## src/common/video_timing_pkg.sv

```systemverilog
// ****************************************************************
// Shared constants for the line and active-video timing block
// ****************************************************************
package video_timing_pkg;

   // APB geometry
   localparam int          ADDR_W      = 12;     // Byte address width
   localparam int          DATA_W      = 32;     // APB data width
   localparam int          IDX_W       = 10;     // Register index width

   // Register indices; byte address is four times the index
   localparam logic [9:0]  IDX_LS_LOW_MSB   = 10'h25e; // Line-sync low [15:8]
   localparam logic [9:0]  IDX_LS_LOW_LSB   = 10'h25f; // Line-sync low [7:0]
   localparam logic [9:0]  IDX_LS_TOTAL_MSB = 10'h260; // Pulses/frame [15:8]
   localparam logic [9:0]  IDX_LS_TOTAL_LSB = 10'h261; // Pulses/frame [7:0]
   localparam logic [9:0]  IDX_DELAY_HIGH   = 10'h262; // Delay [23:16]
   localparam logic [9:0]  IDX_DELAY_MID    = 10'h263; // Delay [15:8]
   localparam logic [9:0]  IDX_DELAY_LOW    = 10'h264; // Delay [7:0]
   localparam logic [9:0]  IDX_AV_HIGH_MSB  = 10'h265; // Strobe high [15:8]
   localparam logic [9:0]  IDX_AV_HIGH_LSB  = 10'h266; // Strobe high [7:0]
   localparam logic [9:0]  IDX_STATUS       = 10'h270; // Read-only status

   // Byte configuration bank
   localparam int          CFG_NUM     = 9;      // Number of byte registers
   localparam logic [7:0]  CFG_RESET   = 8'h00;  // Value after reset

   // Slots inside the bank, counted from IDX_LS_LOW_MSB
   localparam int          SLOT_LS_LOW_MSB   = 0;
   localparam int          SLOT_LS_LOW_LSB   = 1;
   localparam int          SLOT_LS_TOTAL_MSB = 2;
   localparam int          SLOT_LS_TOTAL_LSB = 3;
   localparam int          SLOT_DELAY_HIGH   = 4;
   localparam int          SLOT_DELAY_MID    = 5;
   localparam int          SLOT_DELAY_LOW    = 6;
   localparam int          SLOT_AV_HIGH_MSB  = 7;
   localparam int          SLOT_AV_HIGH_LSB  = 8;

   // Line-sync generator states
   typedef enum logic [2:0] {
      LS_IDLE = 3'b001,
      LS_LOW  = 3'b010,
      LS_HIGH = 3'b100
   } line_state_t;

   // Active-video strobe states
   typedef enum logic [3:0] {
      AV_IDLE  = 4'b0001,
      AV_DELAY = 4'b0010,
      AV_HIGH  = 4'b0100,
      AV_LOW   = 4'b1000
   } strobe_state_t;

endpackage

```

## src/hdl/phase_timer.sv

```systemverilog
// ****************************************************************
// Loadable down-counter that marks the last cycle of a phase
// ****************************************************************
module phase_timer #(
   parameter int WIDTH = 16                 // Counter width
) (
   input  wire logic             sys_clk,   // Pixel clock
   input  wire logic             rst,       // Asynchronous reset
   input  wire logic             load,      // Start a new phase
   input  wire logic [WIDTH-1:0] load_value,// Phase length in cycles
   output logic                  last       // Final cycle of the phase
);

   logic [WIDTH-1:0] count_reg;             // Cycles left in phase

   // A phase loaded with N shows count N..1, so it lasts N cycles
   always_ff @(posedge sys_clk or posedge rst) begin
      if (rst) begin
         count_reg <= '0;
      end else if (load) begin
         count_reg <= load_value;
      end else if (count_reg != '0) begin
         count_reg <= count_reg - 1'b1;
      end
   end

   // Last cycle once one count remains
   assign last = (count_reg == WIDTH'(1));

endmodule

```

## src/hdl/video_timing_gen.sv

```systemverilog
// Notes on behaviour
// - Line-sync low lasts programmed cycles; low byte register.
// - High byte of low count at preceding address.
// - Programmed line-sync pulses per frame, high byte first.
// - First strobe rise delayed 24-bit count from frame edge.
// - Strobe stays high programmed cycles each line.
//
// Decided for this implementation: the APB register port.
module video_timing_gen
   import video_timing_pkg::*;
(
   input  wire logic                sys_clk,      // Pixel clock, 250 MHz
   input  wire logic                rst,          // Async reset, high
   input  wire logic                psel,         // APB select
   input  wire logic                penable,      // APB access phase
   input  wire logic                pwrite,       // APB write
   input  wire logic [video_timing_pkg::ADDR_W-1:0] paddr,  // Byte address
   input  wire logic [video_timing_pkg::DATA_W-1:0] pwdata, // Write data
   input  wire logic [3:0]          pstrb,        // Byte lane strobes
   output logic [video_timing_pkg::DATA_W-1:0]      prdata, // Read data
   output logic                     pready,       // APB ready
   output logic                     pslverr,      // APB error
   input  wire logic                frame_sync,   // Frame sync level
   input  wire logic [15:0]         line_sync_high_count,    // High phase
   input  wire logic [15:0]         active_strobe_low_count, // Low phase
   output logic                     line_sync,    // Line-sync pin
   output logic                     active_video_strobe // Active-video pin
);

   // ****************************************************************
   // Declarations
   // ****************************************************************
   logic [7:0]        cfg_reg [CFG_NUM];   // Byte configuration bank
   logic              pready_reg;          // Ready for access phase
   logic              pslverr_reg;         // Error for access phase
   logic [DATA_W-1:0] prdata_reg;          // Captured read data
   logic              frame_prev_reg;      // Frame sync one cycle ago
   logic              frame_edge;          // Frame-sync rising edge
   line_state_t       ls_state_reg;        // Line-sync state
   line_state_t       ls_state_next;
   strobe_state_t     av_state_reg;        // Strobe state
   strobe_state_t     av_state_next;
   logic [15:0]       lines_left_reg;      // Pulses still to emit
   logic [15:0]       lines_left_next;
   logic              line_sync_reg;       // Registered pin level
   logic              strobe_reg;          // Registered pin level
   logic              ls_load;             // Line timer load
   logic [15:0]       ls_load_value;
   logic              ls_last;             // Line phase last cycle
   logic              av_load;             // Strobe timer load
   logic [23:0]       av_load_value;
   logic              av_last;             // Strobe phase last cycle
   logic [15:0]       low_count;           // Line-sync low cycles
   logic [15:0]       pulse_total;         // Pulses per frame
   logic [23:0]       first_delay;         // Frame edge to first strobe
   logic [15:0]       strobe_width;        // Strobe high cycles
   logic              access;              // APB access completes
   logic              addr_ok;             // Address is mapped

   // ****************************************************************
   // Address decode
   // ****************************************************************

   // Bank slot of an aligned byte address
   function automatic int slot_of(input logic [ADDR_W-1:0] a);
      return int'(a[ADDR_W-1:2]) - int'(IDX_LS_LOW_MSB);
   endfunction

   // True when the address names a bank slot
   function automatic logic in_bank(input logic [ADDR_W-1:0] a);
      return (a[1:0] == 2'b00) && (a[ADDR_W-1:2] >= IDX_LS_LOW_MSB) &&
             (a[ADDR_W-1:2] <= IDX_AV_HIGH_LSB);
   endfunction

   assign addr_ok = in_bank(paddr) ||
                    (paddr == {IDX_STATUS, 2'b00});
   assign access  = psel && penable && pready_reg;

   // Counts assembled from the byte registers
   assign low_count    = {cfg_reg[SLOT_LS_LOW_MSB],
                          cfg_reg[SLOT_LS_LOW_LSB]};
   assign pulse_total  = {cfg_reg[SLOT_LS_TOTAL_MSB],
                          cfg_reg[SLOT_LS_TOTAL_LSB]};
   assign first_delay  = {cfg_reg[SLOT_DELAY_HIGH],
                          cfg_reg[SLOT_DELAY_MID],
                          cfg_reg[SLOT_DELAY_LOW]};
   assign strobe_width = {cfg_reg[SLOT_AV_HIGH_MSB],
                          cfg_reg[SLOT_AV_HIGH_LSB]};

   // ****************************************************************
   // APB slave
   // ****************************************************************

   // One wait-free access: answer prepared in the setup cycle
   always_ff @(posedge sys_clk or posedge rst) begin
      if (rst) begin
         pready_reg  <= 1'b0;
         pslverr_reg <= 1'b0;
         prdata_reg  <= '0;
      end else if (psel && !penable) begin
         // Setup cycle: decode and capture read data
         pready_reg  <= 1'b1;
         pslverr_reg <= !addr_ok;
         if (!pwrite && in_bank(paddr)) begin
            prdata_reg <= {24'h000000, cfg_reg[slot_of(paddr)]};
         end else if (!pwrite && addr_ok) begin
            prdata_reg <= {14'h0000, av_state_reg != AV_IDLE,
                           ls_state_reg != LS_IDLE, lines_left_reg};
         end else begin
            prdata_reg <= '0;
         end
      end else begin
         // Ready lasts exactly the access cycle
         pready_reg  <= 1'b0;
         pslverr_reg <= 1'b0;
      end
   end

   // Byte bank writes land at the completing edge, lane 0 only
   always_ff @(posedge sys_clk or posedge rst) begin
      if (rst) begin
         for (int i = 0; i < CFG_NUM; i++) begin
            cfg_reg[i] <= CFG_RESET;
         end
      end else if (access && pwrite && pstrb[0] && in_bank(paddr)) begin
         cfg_reg[slot_of(paddr)] <= pwdata[7:0];
      end
   end

   assign prdata  = prdata_reg;
   assign pready  = pready_reg;
   assign pslverr = pslverr_reg;

   // ****************************************************************
   // Frame edge detection
   // ****************************************************************

   // Previous frame-sync level; the input is already synchronous
   always_ff @(posedge sys_clk or posedge rst) begin
      if (rst) begin
         frame_prev_reg <= 1'b0;
      end else begin
         frame_prev_reg <= frame_sync;
      end
   end

   assign frame_edge = frame_sync && !frame_prev_reg;

   // ****************************************************************
   // Line-sync generator
   // ****************************************************************

   // Next state; a frame edge always restarts the line sequence
   always_comb begin
      ls_state_next   = ls_state_reg;
      lines_left_next = lines_left_reg;
      ls_load         = 1'b0;
      ls_load_value   = 16'h0000;
      if (frame_edge) begin
         lines_left_next = pulse_total;
         if (pulse_total == 16'h0000) begin
            ls_state_next = LS_IDLE;
         end else if (low_count != 16'h0000) begin
            ls_state_next = LS_LOW;
            ls_load       = 1'b1;
            ls_load_value = low_count;
         end else begin
            // Zero low time: only the high phase is left
            ls_state_next = LS_HIGH;
            ls_load       = 1'b1;
            ls_load_value = (line_sync_high_count == 16'h0000) ?
                            16'h0001 : line_sync_high_count;
         end
      end else begin
         unique case (ls_state_reg)
            LS_IDLE: begin
               ls_state_next = LS_IDLE;
            end
            LS_LOW: begin
               if (ls_last) begin
                  ls_state_next = LS_HIGH;
                  ls_load       = 1'b1;
                  ls_load_value = (line_sync_high_count == 16'h0000) ?
                                  16'h0001 : line_sync_high_count;
               end
            end
            LS_HIGH: begin
               if (ls_last) begin
                  // Line done; raw total, no implicit offset
                  lines_left_next = lines_left_reg - 16'h0001;
                  if (lines_left_reg == 16'h0001) begin
                     ls_state_next = LS_IDLE;
                  end else if (low_count != 16'h0000) begin
                     ls_state_next = LS_LOW;
                     ls_load       = 1'b1;
                     ls_load_value = low_count;
                  end else begin
                     ls_load       = 1'b1;
                     ls_load_value = (line_sync_high_count == 16'h0000) ?
                                     16'h0001 : line_sync_high_count;
                  end
               end
            end
            default: begin
               ls_state_next = LS_IDLE;
            end
         endcase
      end
   end

   // Line state, pulse budget and pin level
   always_ff @(posedge sys_clk or posedge rst) begin
      if (rst) begin
         ls_state_reg   <= LS_IDLE;
         lines_left_reg <= 16'h0000;
         line_sync_reg  <= 1'b1;
      end else begin
         ls_state_reg   <= ls_state_next;
         lines_left_reg <= lines_left_next;
         line_sync_reg  <= (ls_state_next != LS_LOW);
      end
   end

   // Line phase timer
   phase_timer #(.WIDTH(16)) u_line_timer (
      .sys_clk    (sys_clk),
      .rst        (rst),
      .load       (ls_load),
      .load_value (ls_load_value),
      .last       (ls_last)
   );

   // ****************************************************************
   // Active-video strobe generator
   // ****************************************************************

   // Strobe repeats high and low, or high alone for a zero low count, while lines are still produced
   always_comb begin
      av_state_next = av_state_reg;
      av_load       = 1'b0;
      av_load_value = 24'h000000;
      if (frame_edge) begin
         if (first_delay != 24'h000000) begin
            av_state_next = AV_DELAY;
            av_load       = 1'b1;
            av_load_value = first_delay;
         end else if (strobe_width != 16'h0000) begin
            av_state_next = AV_HIGH;
            av_load       = 1'b1;
            av_load_value = {8'h00, strobe_width};
         end else begin
            av_state_next = AV_IDLE;
         end
      end else begin
         unique case (av_state_reg)
            AV_IDLE: begin
               av_state_next = AV_IDLE;
            end
            AV_DELAY: begin
               if (av_last) begin
                  av_state_next = (strobe_width != 16'h0000) ?
                                  AV_HIGH : AV_IDLE;
                  av_load       = 1'b1;
                  av_load_value = {8'h00, strobe_width};
               end
            end
            AV_HIGH: begin
               if (av_last) begin
                  if (ls_state_reg == LS_IDLE) begin
                     av_state_next = AV_IDLE;
                  end else if (active_strobe_low_count != 16'h0000) begin
                     av_state_next = AV_LOW;
                     av_load       = 1'b1;
                     av_load_value = {8'h00, active_strobe_low_count};
                  end else begin
                     av_load       = 1'b1;
                     av_load_value = {8'h00, strobe_width};
                  end
               end
            end
            AV_LOW: begin
               if (av_last) begin
                  av_state_next = (ls_state_reg == LS_IDLE) ?
                                  AV_IDLE : AV_HIGH;
                  av_load       = 1'b1;
                  av_load_value = {8'h00, strobe_width};
               end
            end
            default: begin
               av_state_next = AV_IDLE;
            end
         endcase
      end
   end

   // Strobe state and pin level
   always_ff @(posedge sys_clk or posedge rst) begin
      if (rst) begin
         av_state_reg <= AV_IDLE;
         strobe_reg   <= 1'b0;
      end else begin
         av_state_reg <= av_state_next;
         strobe_reg   <= (av_state_next == AV_HIGH);
      end
   end

   // Strobe phase timer, wide enough for the first delay
   phase_timer #(.WIDTH(24)) u_strobe_timer (
      .sys_clk    (sys_clk),
      .rst        (rst),
      .load       (av_load),
      .load_value (av_load_value),
      .last       (av_last)
   );

   assign line_sync           = line_sync_reg;
   assign active_video_strobe = strobe_reg;

endmodule

```

## config.mk

```make
export PLATFORM = sky130hd
export DESIGN_NAME = video_timing_gen
export DESIGN_NICKNAME = d
export VERILOG_FILES = /design/src/common/video_timing_pkg.sv /design/src/hdl/phase_timer.sv /design/src/hdl/video_timing_gen.sv
export SDC_FILE = /design/constraint.sdc
export NUM_CORES = 1
export LEC_CHECK = 0
export BUFFER_PORTS_ARGS = -buffer_cell sky130_fd_sc_hd__buf_2
export CORE_MARGIN = 3
export CORE_UTILIZATION = 53
export DETAILED_ROUTE_END_ITERATION = 12
export PLACE_DENSITY = 0.77
export RECOVER_POWER = 25
export SLEW_MARGIN = 10
export SYNTH_ARGS = -nofsm -noshare
export SYNTH_HDL_FRONTEND = slang
export SYNTH_SLANG_ARGS = --single-unit
```

## constraint.sdc

```tcl
create_clock -name sys_clk -period 4.3 [get_ports sys_clk]
set_input_delay 0.215 -clock sys_clk [delete_from_list [all_inputs] [get_ports sys_clk]]
set_output_delay 0.215 -clock sys_clk [all_outputs]
set_load 0.01 [all_outputs]
```

# Yosys cells after proc, flatten, opt, wreduce, memory -nomap -nowiden
# Cells that the tools add are included.
word_totals:
  ff_bits: 172
  input_bits: 86
classes:
  add_sub_neg: 4
  n_lt_le_gt_ge: 4
  eq_ne: 14
  muxes: 64
  n_bitwise: 1
  n_reduce_logical: 32
ops:
  columns: ["op", "n"]
  rows:
  - ["2-to-1 mux 16 bit", 17]
  - ["2-to-1 mux 24 bit", 4]
  - ["bitwise mux 72 bit", 1]
  - ["one-hot mux 16 bit (2 select lines)", 2]
  - ["nonzero test 16 bit", 4]
  - ["nonzero test 24 bit", 2]
  - ["2-to-1 mux 18 bit", 2]
  - ["binary-select mux 8 bit (select 4 bit)", 1]
  - ["demux 8 bit (select 4 bit)", 1]
  - ["equality test 16 x 1 -> 1 bit (second input constant)", 2]
  - [">= comparator 32 x 5 -> 1 bit (second input constant)", 1]
  - ["logical NOT 16 bit", 2]
  - ["less-than comparator 32 x 1 -> 1 bit (second input constant)", 1]
  - ["inverter 32 bit", 1]
  - ["subtractor 16 x 1 -> 16 bit (second input constant)", 2]
  - ["2-to-1 mux 3 bit", 10]
  - ["equality test 24 x 1 -> 1 bit (second input constant)", 1]
  - ["2-to-1 mux 4 bit", 6]
  - ["2-to-1 mux 8 bit", 3]
  - ["subtractor 24 x 1 -> 24 bit (second input constant)", 1]
  - ["2-to-1 mux 1 bit", 13]
  - ["equality test 12 bit (second input constant)", 1]
  - ["logical AND 1 bit", 12]
  - ["one-hot mux 4 bit (3 select lines)", 1]
  - ["other kinds (20)", 28]

# Depth between registers and ports, before layout
# Gate-level depths: netlist of run 1.
depth:
  word_depth: 8
  mapped_depth: 10

# Modules after synthesis
# From an unflattened synthesis of run 1, not the netlist that was laid out.
unflattened:
  cells_unflattened: 872
  hier_area_um2: 9120.0
modules_own_cells:
  columns: ["module", "n_inst", "cells_each", "area_per_inst_um2", "seq_area_each_um2"]
  rows:
  - ["video_timing_gen", 1, 594, 6641.4, 2956.6]
  - ["phase_timer (u_strobe_timer)", 1, 171, 1471.4, 600.6]
  - ["phase_timer (u_line_timer)", 1, 107, 1007.2, 400.4]

# Least setup slack after synthesis of run 1
# Ideal clock, no wire load.
synth_path:
  kind: "reg2reg"
  from: "register u_line_timer.count_reg[1]"
  to: "register u_line_timer.count_reg[13]"
  setup_time_ns: 0.135
  arrival_time_ns: 2.480
  required_ns: 4.165
  path_slack_ns: 1.684
  path_stages_with_launch: 10
  n_path_buf: 1
  period_less_slack_ns: 2.616
  path_cell_list: "dfrtp_1 inv_1 ha_1 or4b_2 or4_4 a211o_1 buf_2 a31o_2 a221oi_1 nor2_1"
synth_between:
  elab_chain_cells: 5
  elab_cells_between_ends: 14
  cone_classes: "1 x add/sub; 1 x eq/ne; 10 x mux; 2 x reduce/logical"
synth_lines:
  columns: ["element", "line", "text"]
  rows:
  - ["start: declaration", "phase_timer.sv:14", "logic [WIDTH-1:0] count_reg;"]
  - ["start signal: assignment", "phase_timer.sv:21", "count_reg <= load_value;"]
  - ["start signal: assignment", "phase_timer.sv:23", "count_reg <= count_reg - 1'b1;"]
  - ["branches (longest 5 deep; another with subtractor 16 x 1 -> 16 bit)", null, null]
# Parallel ways; which one is timed is not known. The select of a mux whose other input is x is not followed.
# A chain may end at the register's enable or synchronous reset.

# Final worst setup path of run 1
layout_path:
  from: "register lines_left_reg[1]"
  to: "register u_line_timer.count_reg[9]"
layout_between:
  elab_chain_cells: 6
  elab_cells_between_ends: 11
  cone_classes: "1 x eq/ne; 9 x mux; 1 x reduce/logical"
layout_lines:
  columns: ["element", "line", "text"]
  rows:
  - ["start: declaration", "video_timing_gen.sv:43", "logic [15:0] lines_left_reg;"]
  - ["start signal: assignment", "video_timing_gen.sv:219", "lines_left_reg <= lines_left_next;"]
  - ["equality test 16 x 1 -> 1 bit (*)", "video_timing_gen.sv:191", "if (lines_left_reg == 16'h0001) begin"]
  - ["2-to-1 mux 16 bit / 2-to-1 mux 1 bit (equally long branches)", "video_timing_gen.sv:191", null]
  - ["2-to-1 mux 16 bit / 2-to-1 mux 1 bit (equally long branches)", "video_timing_gen.sv:188", "if (ls_last) begin"]
  - ["one-hot mux 16 bit (2 select lines) / one-hot mux 1 bit (2 select lines) (equally long branches)", "video_timing_gen.sv:175", "unique case (ls_state_reg)"]
  - ["2-to-1 mux 16 bit / 2-to-1 mux 1 bit (equally long branches)", "video_timing_gen.sv:159", "if (frame_edge) begin"]
  - ["2-to-1 mux 16 bit / nonzero test 2 bit (equally long branches)", null, null]
# Mark *: on every way between the ends. The rest lies on a longest branch, timed or not.

==> run metrics, run 1 <==
Clock Tree Root clkbuf_16; R2R setup slack ~1000 ps; worst hold slack about 90 ps; synthesized area per cell 9.88 sq um; WP data arrival 3600 ps; number of nets with antenna violations after routing 0; EDFF count, synth 0; Inserted Clock Buffers 17; clock sink count about 160; Worst Path Required between 4000 and 5000 ps; commonest non-fill, non-tap cell in the layout dfrtp_1; Worst Hold Path EP u_line_timer.count_reg[15]; TritonRoute pass-1 iters 5; Crit Path Class flip-flop to flip-flop; asr flop ratio synth 100%; chip width roughly 140 microns; status finished, violations left; Crit. Startpoint lines_left_reg[1]; Critical Path Slowest Stage Cell nor4_1; CP startpoint kind flip-flop; Die Ht ~140 microns; cell breakdown of the critical path inv_1, ha_1, or4b_2, nor4_1, a211o_1, nand2_1, nor2_1, nor2_1; Post-Route WL 24,800 microns; RSZ-0062 raised after global routing no; vias in the first global route approximately 7,300; post-synth cell types 62; worst-margin pin slew ~3500 ps; Main synth FF type dfrtp_1; min-delay src line_sync_high_count[15]; peak supply drop 0.295 mV; HPWL Detailed 17,500 microns; Placer Congestion between 0.8 and 0.9; gr usage total between 20% and 30%; Initial Utilization between 50% and 60%; Seq/Total Area, Yosys about 43%; Max Fclk between 300 and 400 MHz; R2R Path End u_line_timer.count_reg[9]; setup ws final 976 ps; most frequent cells in the layout dfrtp_1 (155), buf_2 (79), nand2_1 (78); Crit path largest cell delay roughly 690 ps; max cap viols 1; most frequent CP cell nor2_1; Resize count post-CTS 0; mapped cell area roughly 9000 sq um; synth warn 0; layout cells sized above 1 about a quarter; Seq cells post-synth 158; placeable core region about 17,000 sq um; reg2reg start lines_left_reg[1]; die area between 15,000 and 20,000 sq um; Slew Viols, Final between 150 and 200; Crit Path Max Fanout 10; violated checks capacitance limit, slew limit; hold path depth 3; power consumption 4.28 mW; via count 7,955; Post-layout nets approximately 1,100; Leakage Power between 4 and 5 nW; Std-Cell Rows 47; Final Skew approximately 8 ps; first-pass GRT wire length roughly 39,000 microns; min cycle time layout approximately 3300 ps; max reg flops between 70 and 80; largest net degree at the start of global routing about 160; Cell Pwr Density a little over 400 nW/um^2; Clock transition at path regs ~60 ps; Rel. slew slack -133%; initial drt markers 1,083; antenna violations before repair 0; Setup WS pre-CTS 1070 ps; post-synthesis cell count 933; Clock Latency Late Sink roughly 430 ps; Antenna diodes 0; detailed-route DRC error count 0; setup_tns 0 ps; CP endpoint kind flip-flop; # IOs 122; clock tree buffer depth 2; DR vias/cell 6.45; CTS tree done; Port-buffer cells 80; Hold Vio Cnt, Final 0; Hold Crit Class primary input to flip-flop; cells on worst reg2reg path 8; Layout Area Growth over Synthesis 12.6%; drt wl/cell 20.1 microns; total gr overflow 0; htree depth 4; Tcrit/Tclk final between 70% and 80%; Final setup viols 0
layer usage:
metal | global-route usage (%) | share of wire (%)
met5 | 0 | 0
met4 | 6.81 | 2.0
met3 | 5.73 | 8.8
met2 | 40.0 | 45
met1 | 39.4 | 44
what timing repair did:
action | in CTS | in global routing
buffers inserted | 0 | 0
hold endpoints to repair | 1 | 0
hold buffers | 1 | 0
power by group:
| group | switching (mW) | leakage, nW | internal [mW] |
|---|---|---|---|
| sequential | 0.200 | 2.11 | 1.68 |
| clock | 0.610 | 0.303 | 0.999 |
| combinational | 0.442 | 2.33 | 0.355 |
| total | 1.25 | 4.74 | 3.03 |
cell usage after synthesis, types with 4 or more instances:
cell      count  area (sq um)
a21o_1       15           113
a21oi_1      75           375
a221oi_1      9          78.8
a22o_1       17           149
a22oi_1      22           165
a31oi_1       4          25.0
and2_1        7          43.8
and3_1       10          62.6
buf_2         6          30.0
buf_4        16           120
clkbuf_1     28           105
dfrtp_1     155          3880
ha_1          9           113
inv_1        13          48.8
mux2_2       72           811
mux4_2       16           360
nand2_1      78           293
nand2b_1      8          50.1
nand3_1      38           190
nand3b_1      4          30.0
nand4_1       5          31.3
nor2_1       69           259
nor2b_1       6          37.5
nor3_1       22           110
nor4_1       37           231
o21ai_0      54           270
or2_2         6          37.5
or3_1         7          43.8
or4_1         7          52.6
xnor2_1      33           289
xor2_1       23           201
cells by family after synthesis:
kind of cell	synth area share, %
simple gates	19.0
compound gates	15.2
flops	42.9
mux	12.8
buf+inv	3.46
xor+xnor	5.32
fa+ha+maj	1.22
other cells	0.0407
through the flow:
stage                     std cells  utilization (%)  cell area, sq um
after floorplan                 946                -              9270
after global placement         1201             58.0              9760
after detailed placement       1201             58.0              9760
after CTS                      1234             61.8             10400
after global routing           1234             61.7             10400
final                          1234             61.7             10400
final cells by class:
| class | count | area, sq um |
|---|---|---|
| fill | 1386 | 6440 |
| multi-input combinational | 721 | 5000 |
| sequential | 158 | 3960 |
| timing repair buffer | 89 | 465 |
| clock buffer | 21 | 460 |
| tap | 220 | 275 |
| clock inverter | 11 | 164 |
| inverter | 14 | 56.3 |
critical path: cells and delay by family (launching register included):
family          cells  cell delay (ps)
compound gates      1              450
buf+inv             1              110
flops               1              400
fa+ha+maj           1              160
simple gates        5             2050
worst max path at each step:
stage / slack [ps] / depth (start not counted) / endpoint
floorplan: 1680 / 9 / u_line_timer.count_reg[13]
global placement: 1110 / 8 / u_line_timer.count_reg[9]
detailed placement: 1070 / 8 / u_line_timer.count_reg[9]
CTS: 1060 / 8 / u_line_timer.count_reg[9]
global route: 470 / 3 / av_state_reg[3]
finish: 980 / 8 / u_line_timer.count_reg[9]
Note: power is estimated with default switching activity, not from simulation.
==> inputs of run 2 (changes only) <==
--- a/config.mk
+++ b/config.mk
@@ -5,11 +5,12 @@
 export SDC_FILE = /design/constraint.sdc
 export NUM_CORES = 1
 export LEC_CHECK = 0
+export ABC_AREA = 1
 export BUFFER_PORTS_ARGS = -buffer_cell sky130_fd_sc_hd__buf_2
 export CORE_MARGIN = 3
-export CORE_UTILIZATION = 53
+export CORE_UTILIZATION = 57
 export DETAILED_ROUTE_END_ITERATION = 12
-export PLACE_DENSITY = 0.77
+export PLACE_DENSITY = 0.78
 export RECOVER_POWER = 25
 export SLEW_MARGIN = 10
 export SYNTH_ARGS = -nofsm -noshare
==> constraint.sdc (replaced) <==
create_clock -name sys_clk -period 3.4 [get_ports sys_clk]
set_input_delay 0.17 -clock sys_clk [delete_from_list [all_inputs] [get_ports sys_clk]]
set_output_delay 0.17 -clock sys_clk [all_outputs]
set_load 0.01 [all_outputs]
==> run 2 against run 1 <==
  * The flow still finishes with violations (capacitance limit, slew limit)
  * Sequential power grew 12%
  * Count of clock-buffer cells in the layout shrank 1
  * Critical path depth grew 1
  * Power grew 13%
  * Register-to-register slack lost 220 ps
  * Critical path type unchanged
==> run metrics, run 2 <==
chip width 141 microns; violated checks capacitance limit, slew limit; Initial Utilization 59.1%; synth cell count leaders nand2_1 (478), inv_1 (172), dfrtp_1 (155); Placer Congestion 1.01; asr flop ratio synth 100%; # IOs 122; CTS tree done; hold path depth 4; post-synthesis adder-cell area fraction between 1 and 1.5%; drt wl/cell 16.2 microns; Max Fclk 378 MHz; mapped cell area between 10,000 and 15,000 sq um; post-synth cell types 52; Clock Tree Root clkbuf_16; min cycle time layout 2650 ps; DP Cell Count 1,755; Leakage Power 5.92 nW; Crit Path Max Fanout 17; Clock transition at path regs approximately 70 ps; setup ws final around 750 ps; Final setup viols 0; cells on worst reg2reg path 9; worst-margin pin slew between 2000 and 2500 ps; Tcrit/Tclk final around 80%; Hold Vio Cnt, Final 0; HPWL Detailed ~21,000 microns; Slew Viols, Final 159; Hold Crit Class primary input to flip-flop; max reg flops 72; number of nets with antenna violations after routing 0; max cap viols 1; htree depth 4; CP startpoint kind flip-flop; Clock Latency Late Sink ~430 ps; synth warn 0; clock tree buffer depth 2; largest area contributor in the netlist dfrtp_1; Seq cells post-synth between 150 and 200; most frequent cells in the layout nand2_1 (478), inv_1 (171), dfrtp_1 (155); min-delay src pwrite; simple-gate portion of the synthesized area a little over a third; final cell count without fillers ~1,800; vias in the first global route 9,111; via count between 10,000 and 15,000; combinational family with the most area after synthesis simple AND/OR/NAND/NOR gates; Setup WS pre-CTS 906 ps; xor-xnor portion of the synthesized cell area under 10%; commonest non-fill, non-tap cell in the layout nand2_1; detailed-route DRC error count 0; compound-cell area share of the yosys netlist 12.6%; Worst Hold Path EP prdata[4]; total gr overflow 0; RSZ-0062 raised after global routing no; Post-layout nets roughly 1,600; R2R setup slack 750 ps; TritonRoute pass-1 iters 6; WP data arrival between 2000 and 3000 ps; EDFF count, synth 0; largest net degree at the start of global routing 159; fraction of synthesized area in multiplexers 0%; first-pass GRT wire length roughly 47,000 microns; Post-Route WL between 20,000 and 30,000 microns; gr usage total 29.7%; Antenna diodes 0; peak supply drop between 0.3 and 0.4 mV; clock sink count 158; DR vias/cell approximately 5.6; Port-buffer cells 80; Final Skew 7.52 ps; Inserted Clock Buffers 17; initial drt markers just over 1,000; most frequent cell after synthesis nand2_1; Rel. slew slack -45.3%; Std-Cell Rows 48; antenna violations before repair 0; reg2reg start cfg_reg[55]; Layout Area Growth over Synthesis 10.1%; Die Ht between 100 and 150 microns; worst hold slack approximately 140 ps; share of the synthesized area in the top cell type 37.5%; synthesized area per cell approximately 7 sq um; R2R Path End u_line_timer.count_reg[5]; Seq/Total Area, Yosys between 30% and 40%; status finished, violations left; Main synth FF type dfrtp_1; power consumption 4.85 mW; placeable core region 17,500 sq um; Worst Path Required about 3700 ps; CP endpoint kind flip-flop; layout cells sized above 1 approximately 13%; Crit. Startpoint cfg_reg[55]; post-synthesis cell count between 1,000 and 1,500; Crit Path Class flip-flop to flip-flop; largest cells by area after synthesis dfrtp_1 (37%), nand2_1 (17%), inv_1 (6.2%); Cell Pwr Density ~430 nW/um^2; die area 19,800 sq um; setup_tns 0 ps
-- run 2: cell count changes after synthesis, moves of 19 or more --
cell	previous run	this run
o21ai_1	0	66
nor4_1	37	1
mux2_2	72	0
nor2_1	69	142
a21oi_1	75	43
a22oi_1	22	2
inv_1	13	172
xnor2_1	33	14
nand3_1	38	90
nand2_1	78	478
-- run 2: cell families after synthesis --
family          Yosys count
compound gates          224
xor+xnor                 38
fa+ha+maj                 9
buf+inv                 236
flops                   158
other cells               1
simple gates            810
-- run 2: what timing repair did --
action | CTS | global route
buffers inserted | 0 | 0
hold endpoints to repair | 1 | 0
hold buffers | 1 | 0
gates resized for setup | 0 | 0
-- run 2: routing by layer --
layer,track usage [%],vias to the layer above,part of all wire (%)
met3,6.14,62,9.0
met2,45.5,452,45
met1,42.8,4654,43
li1,-,4839,-
met4,9.03,0,2.6
met5,0,-,0
-- run 2: per-stage QoR --
step | area, sq um | util [%]
finish | 11400 | 65.0
detailed placement | 10800 | 61.8
global placement | 10800 | 61.8
floorplan | 10400 | -
global route | 11400 | 65.0
CTS | 11400 | 65.1
-- run 2: layout make-up --
class	count	area, sq um
inverters	189	716
flip-flops and latches	158	3960
well taps	225	282
clock buffers	20	457
clock inverters	12	111
repair buffers	89	467
fillers	1585	6130
multi-input cells	1095	5410
-- run 2: how the worst max path moves through the flow --
| stage | to | slack [ps] | cells after the start |
|---|---|---|---|
| finish | u_line_timer.count_reg[5] | 750 | 9 |
| global route | u_strobe_timer.count_reg[2] | 590 | 11 |
| CTS | u_line_timer.count_reg[5] | 860 | 9 |
| detailed placement | u_strobe_timer.count_reg[2] | 910 | 8 |
| global placement | u_strobe_timer.count_reg[2] | 960 | 8 |
| floorplan | active_video_strobe | 1230 | 1 |
-- run 2: critical path, cell delays in order, from the launching register on --
cell	delay [ps]
dfrtp_1	400
inv_1	170
nand4_1	130
nor2_1	120
nand2_1	110
nand2_1	480
clkinv_1	610
nand2_1	200
a21boi_1	210
a21oi_1	90
-- run 2: power by group --
| part | total [mW] | internal [mW] | switching [mW] |
|---|---|---|---|
| sequential | 2.11 | 2.00 | 0.116 |
| clock | 1.85 | 1.05 | 0.801 |
| combinational | 0.889 | 0.305 | 0.584 |
| total | 4.85 | 3.35 | 1.50 |
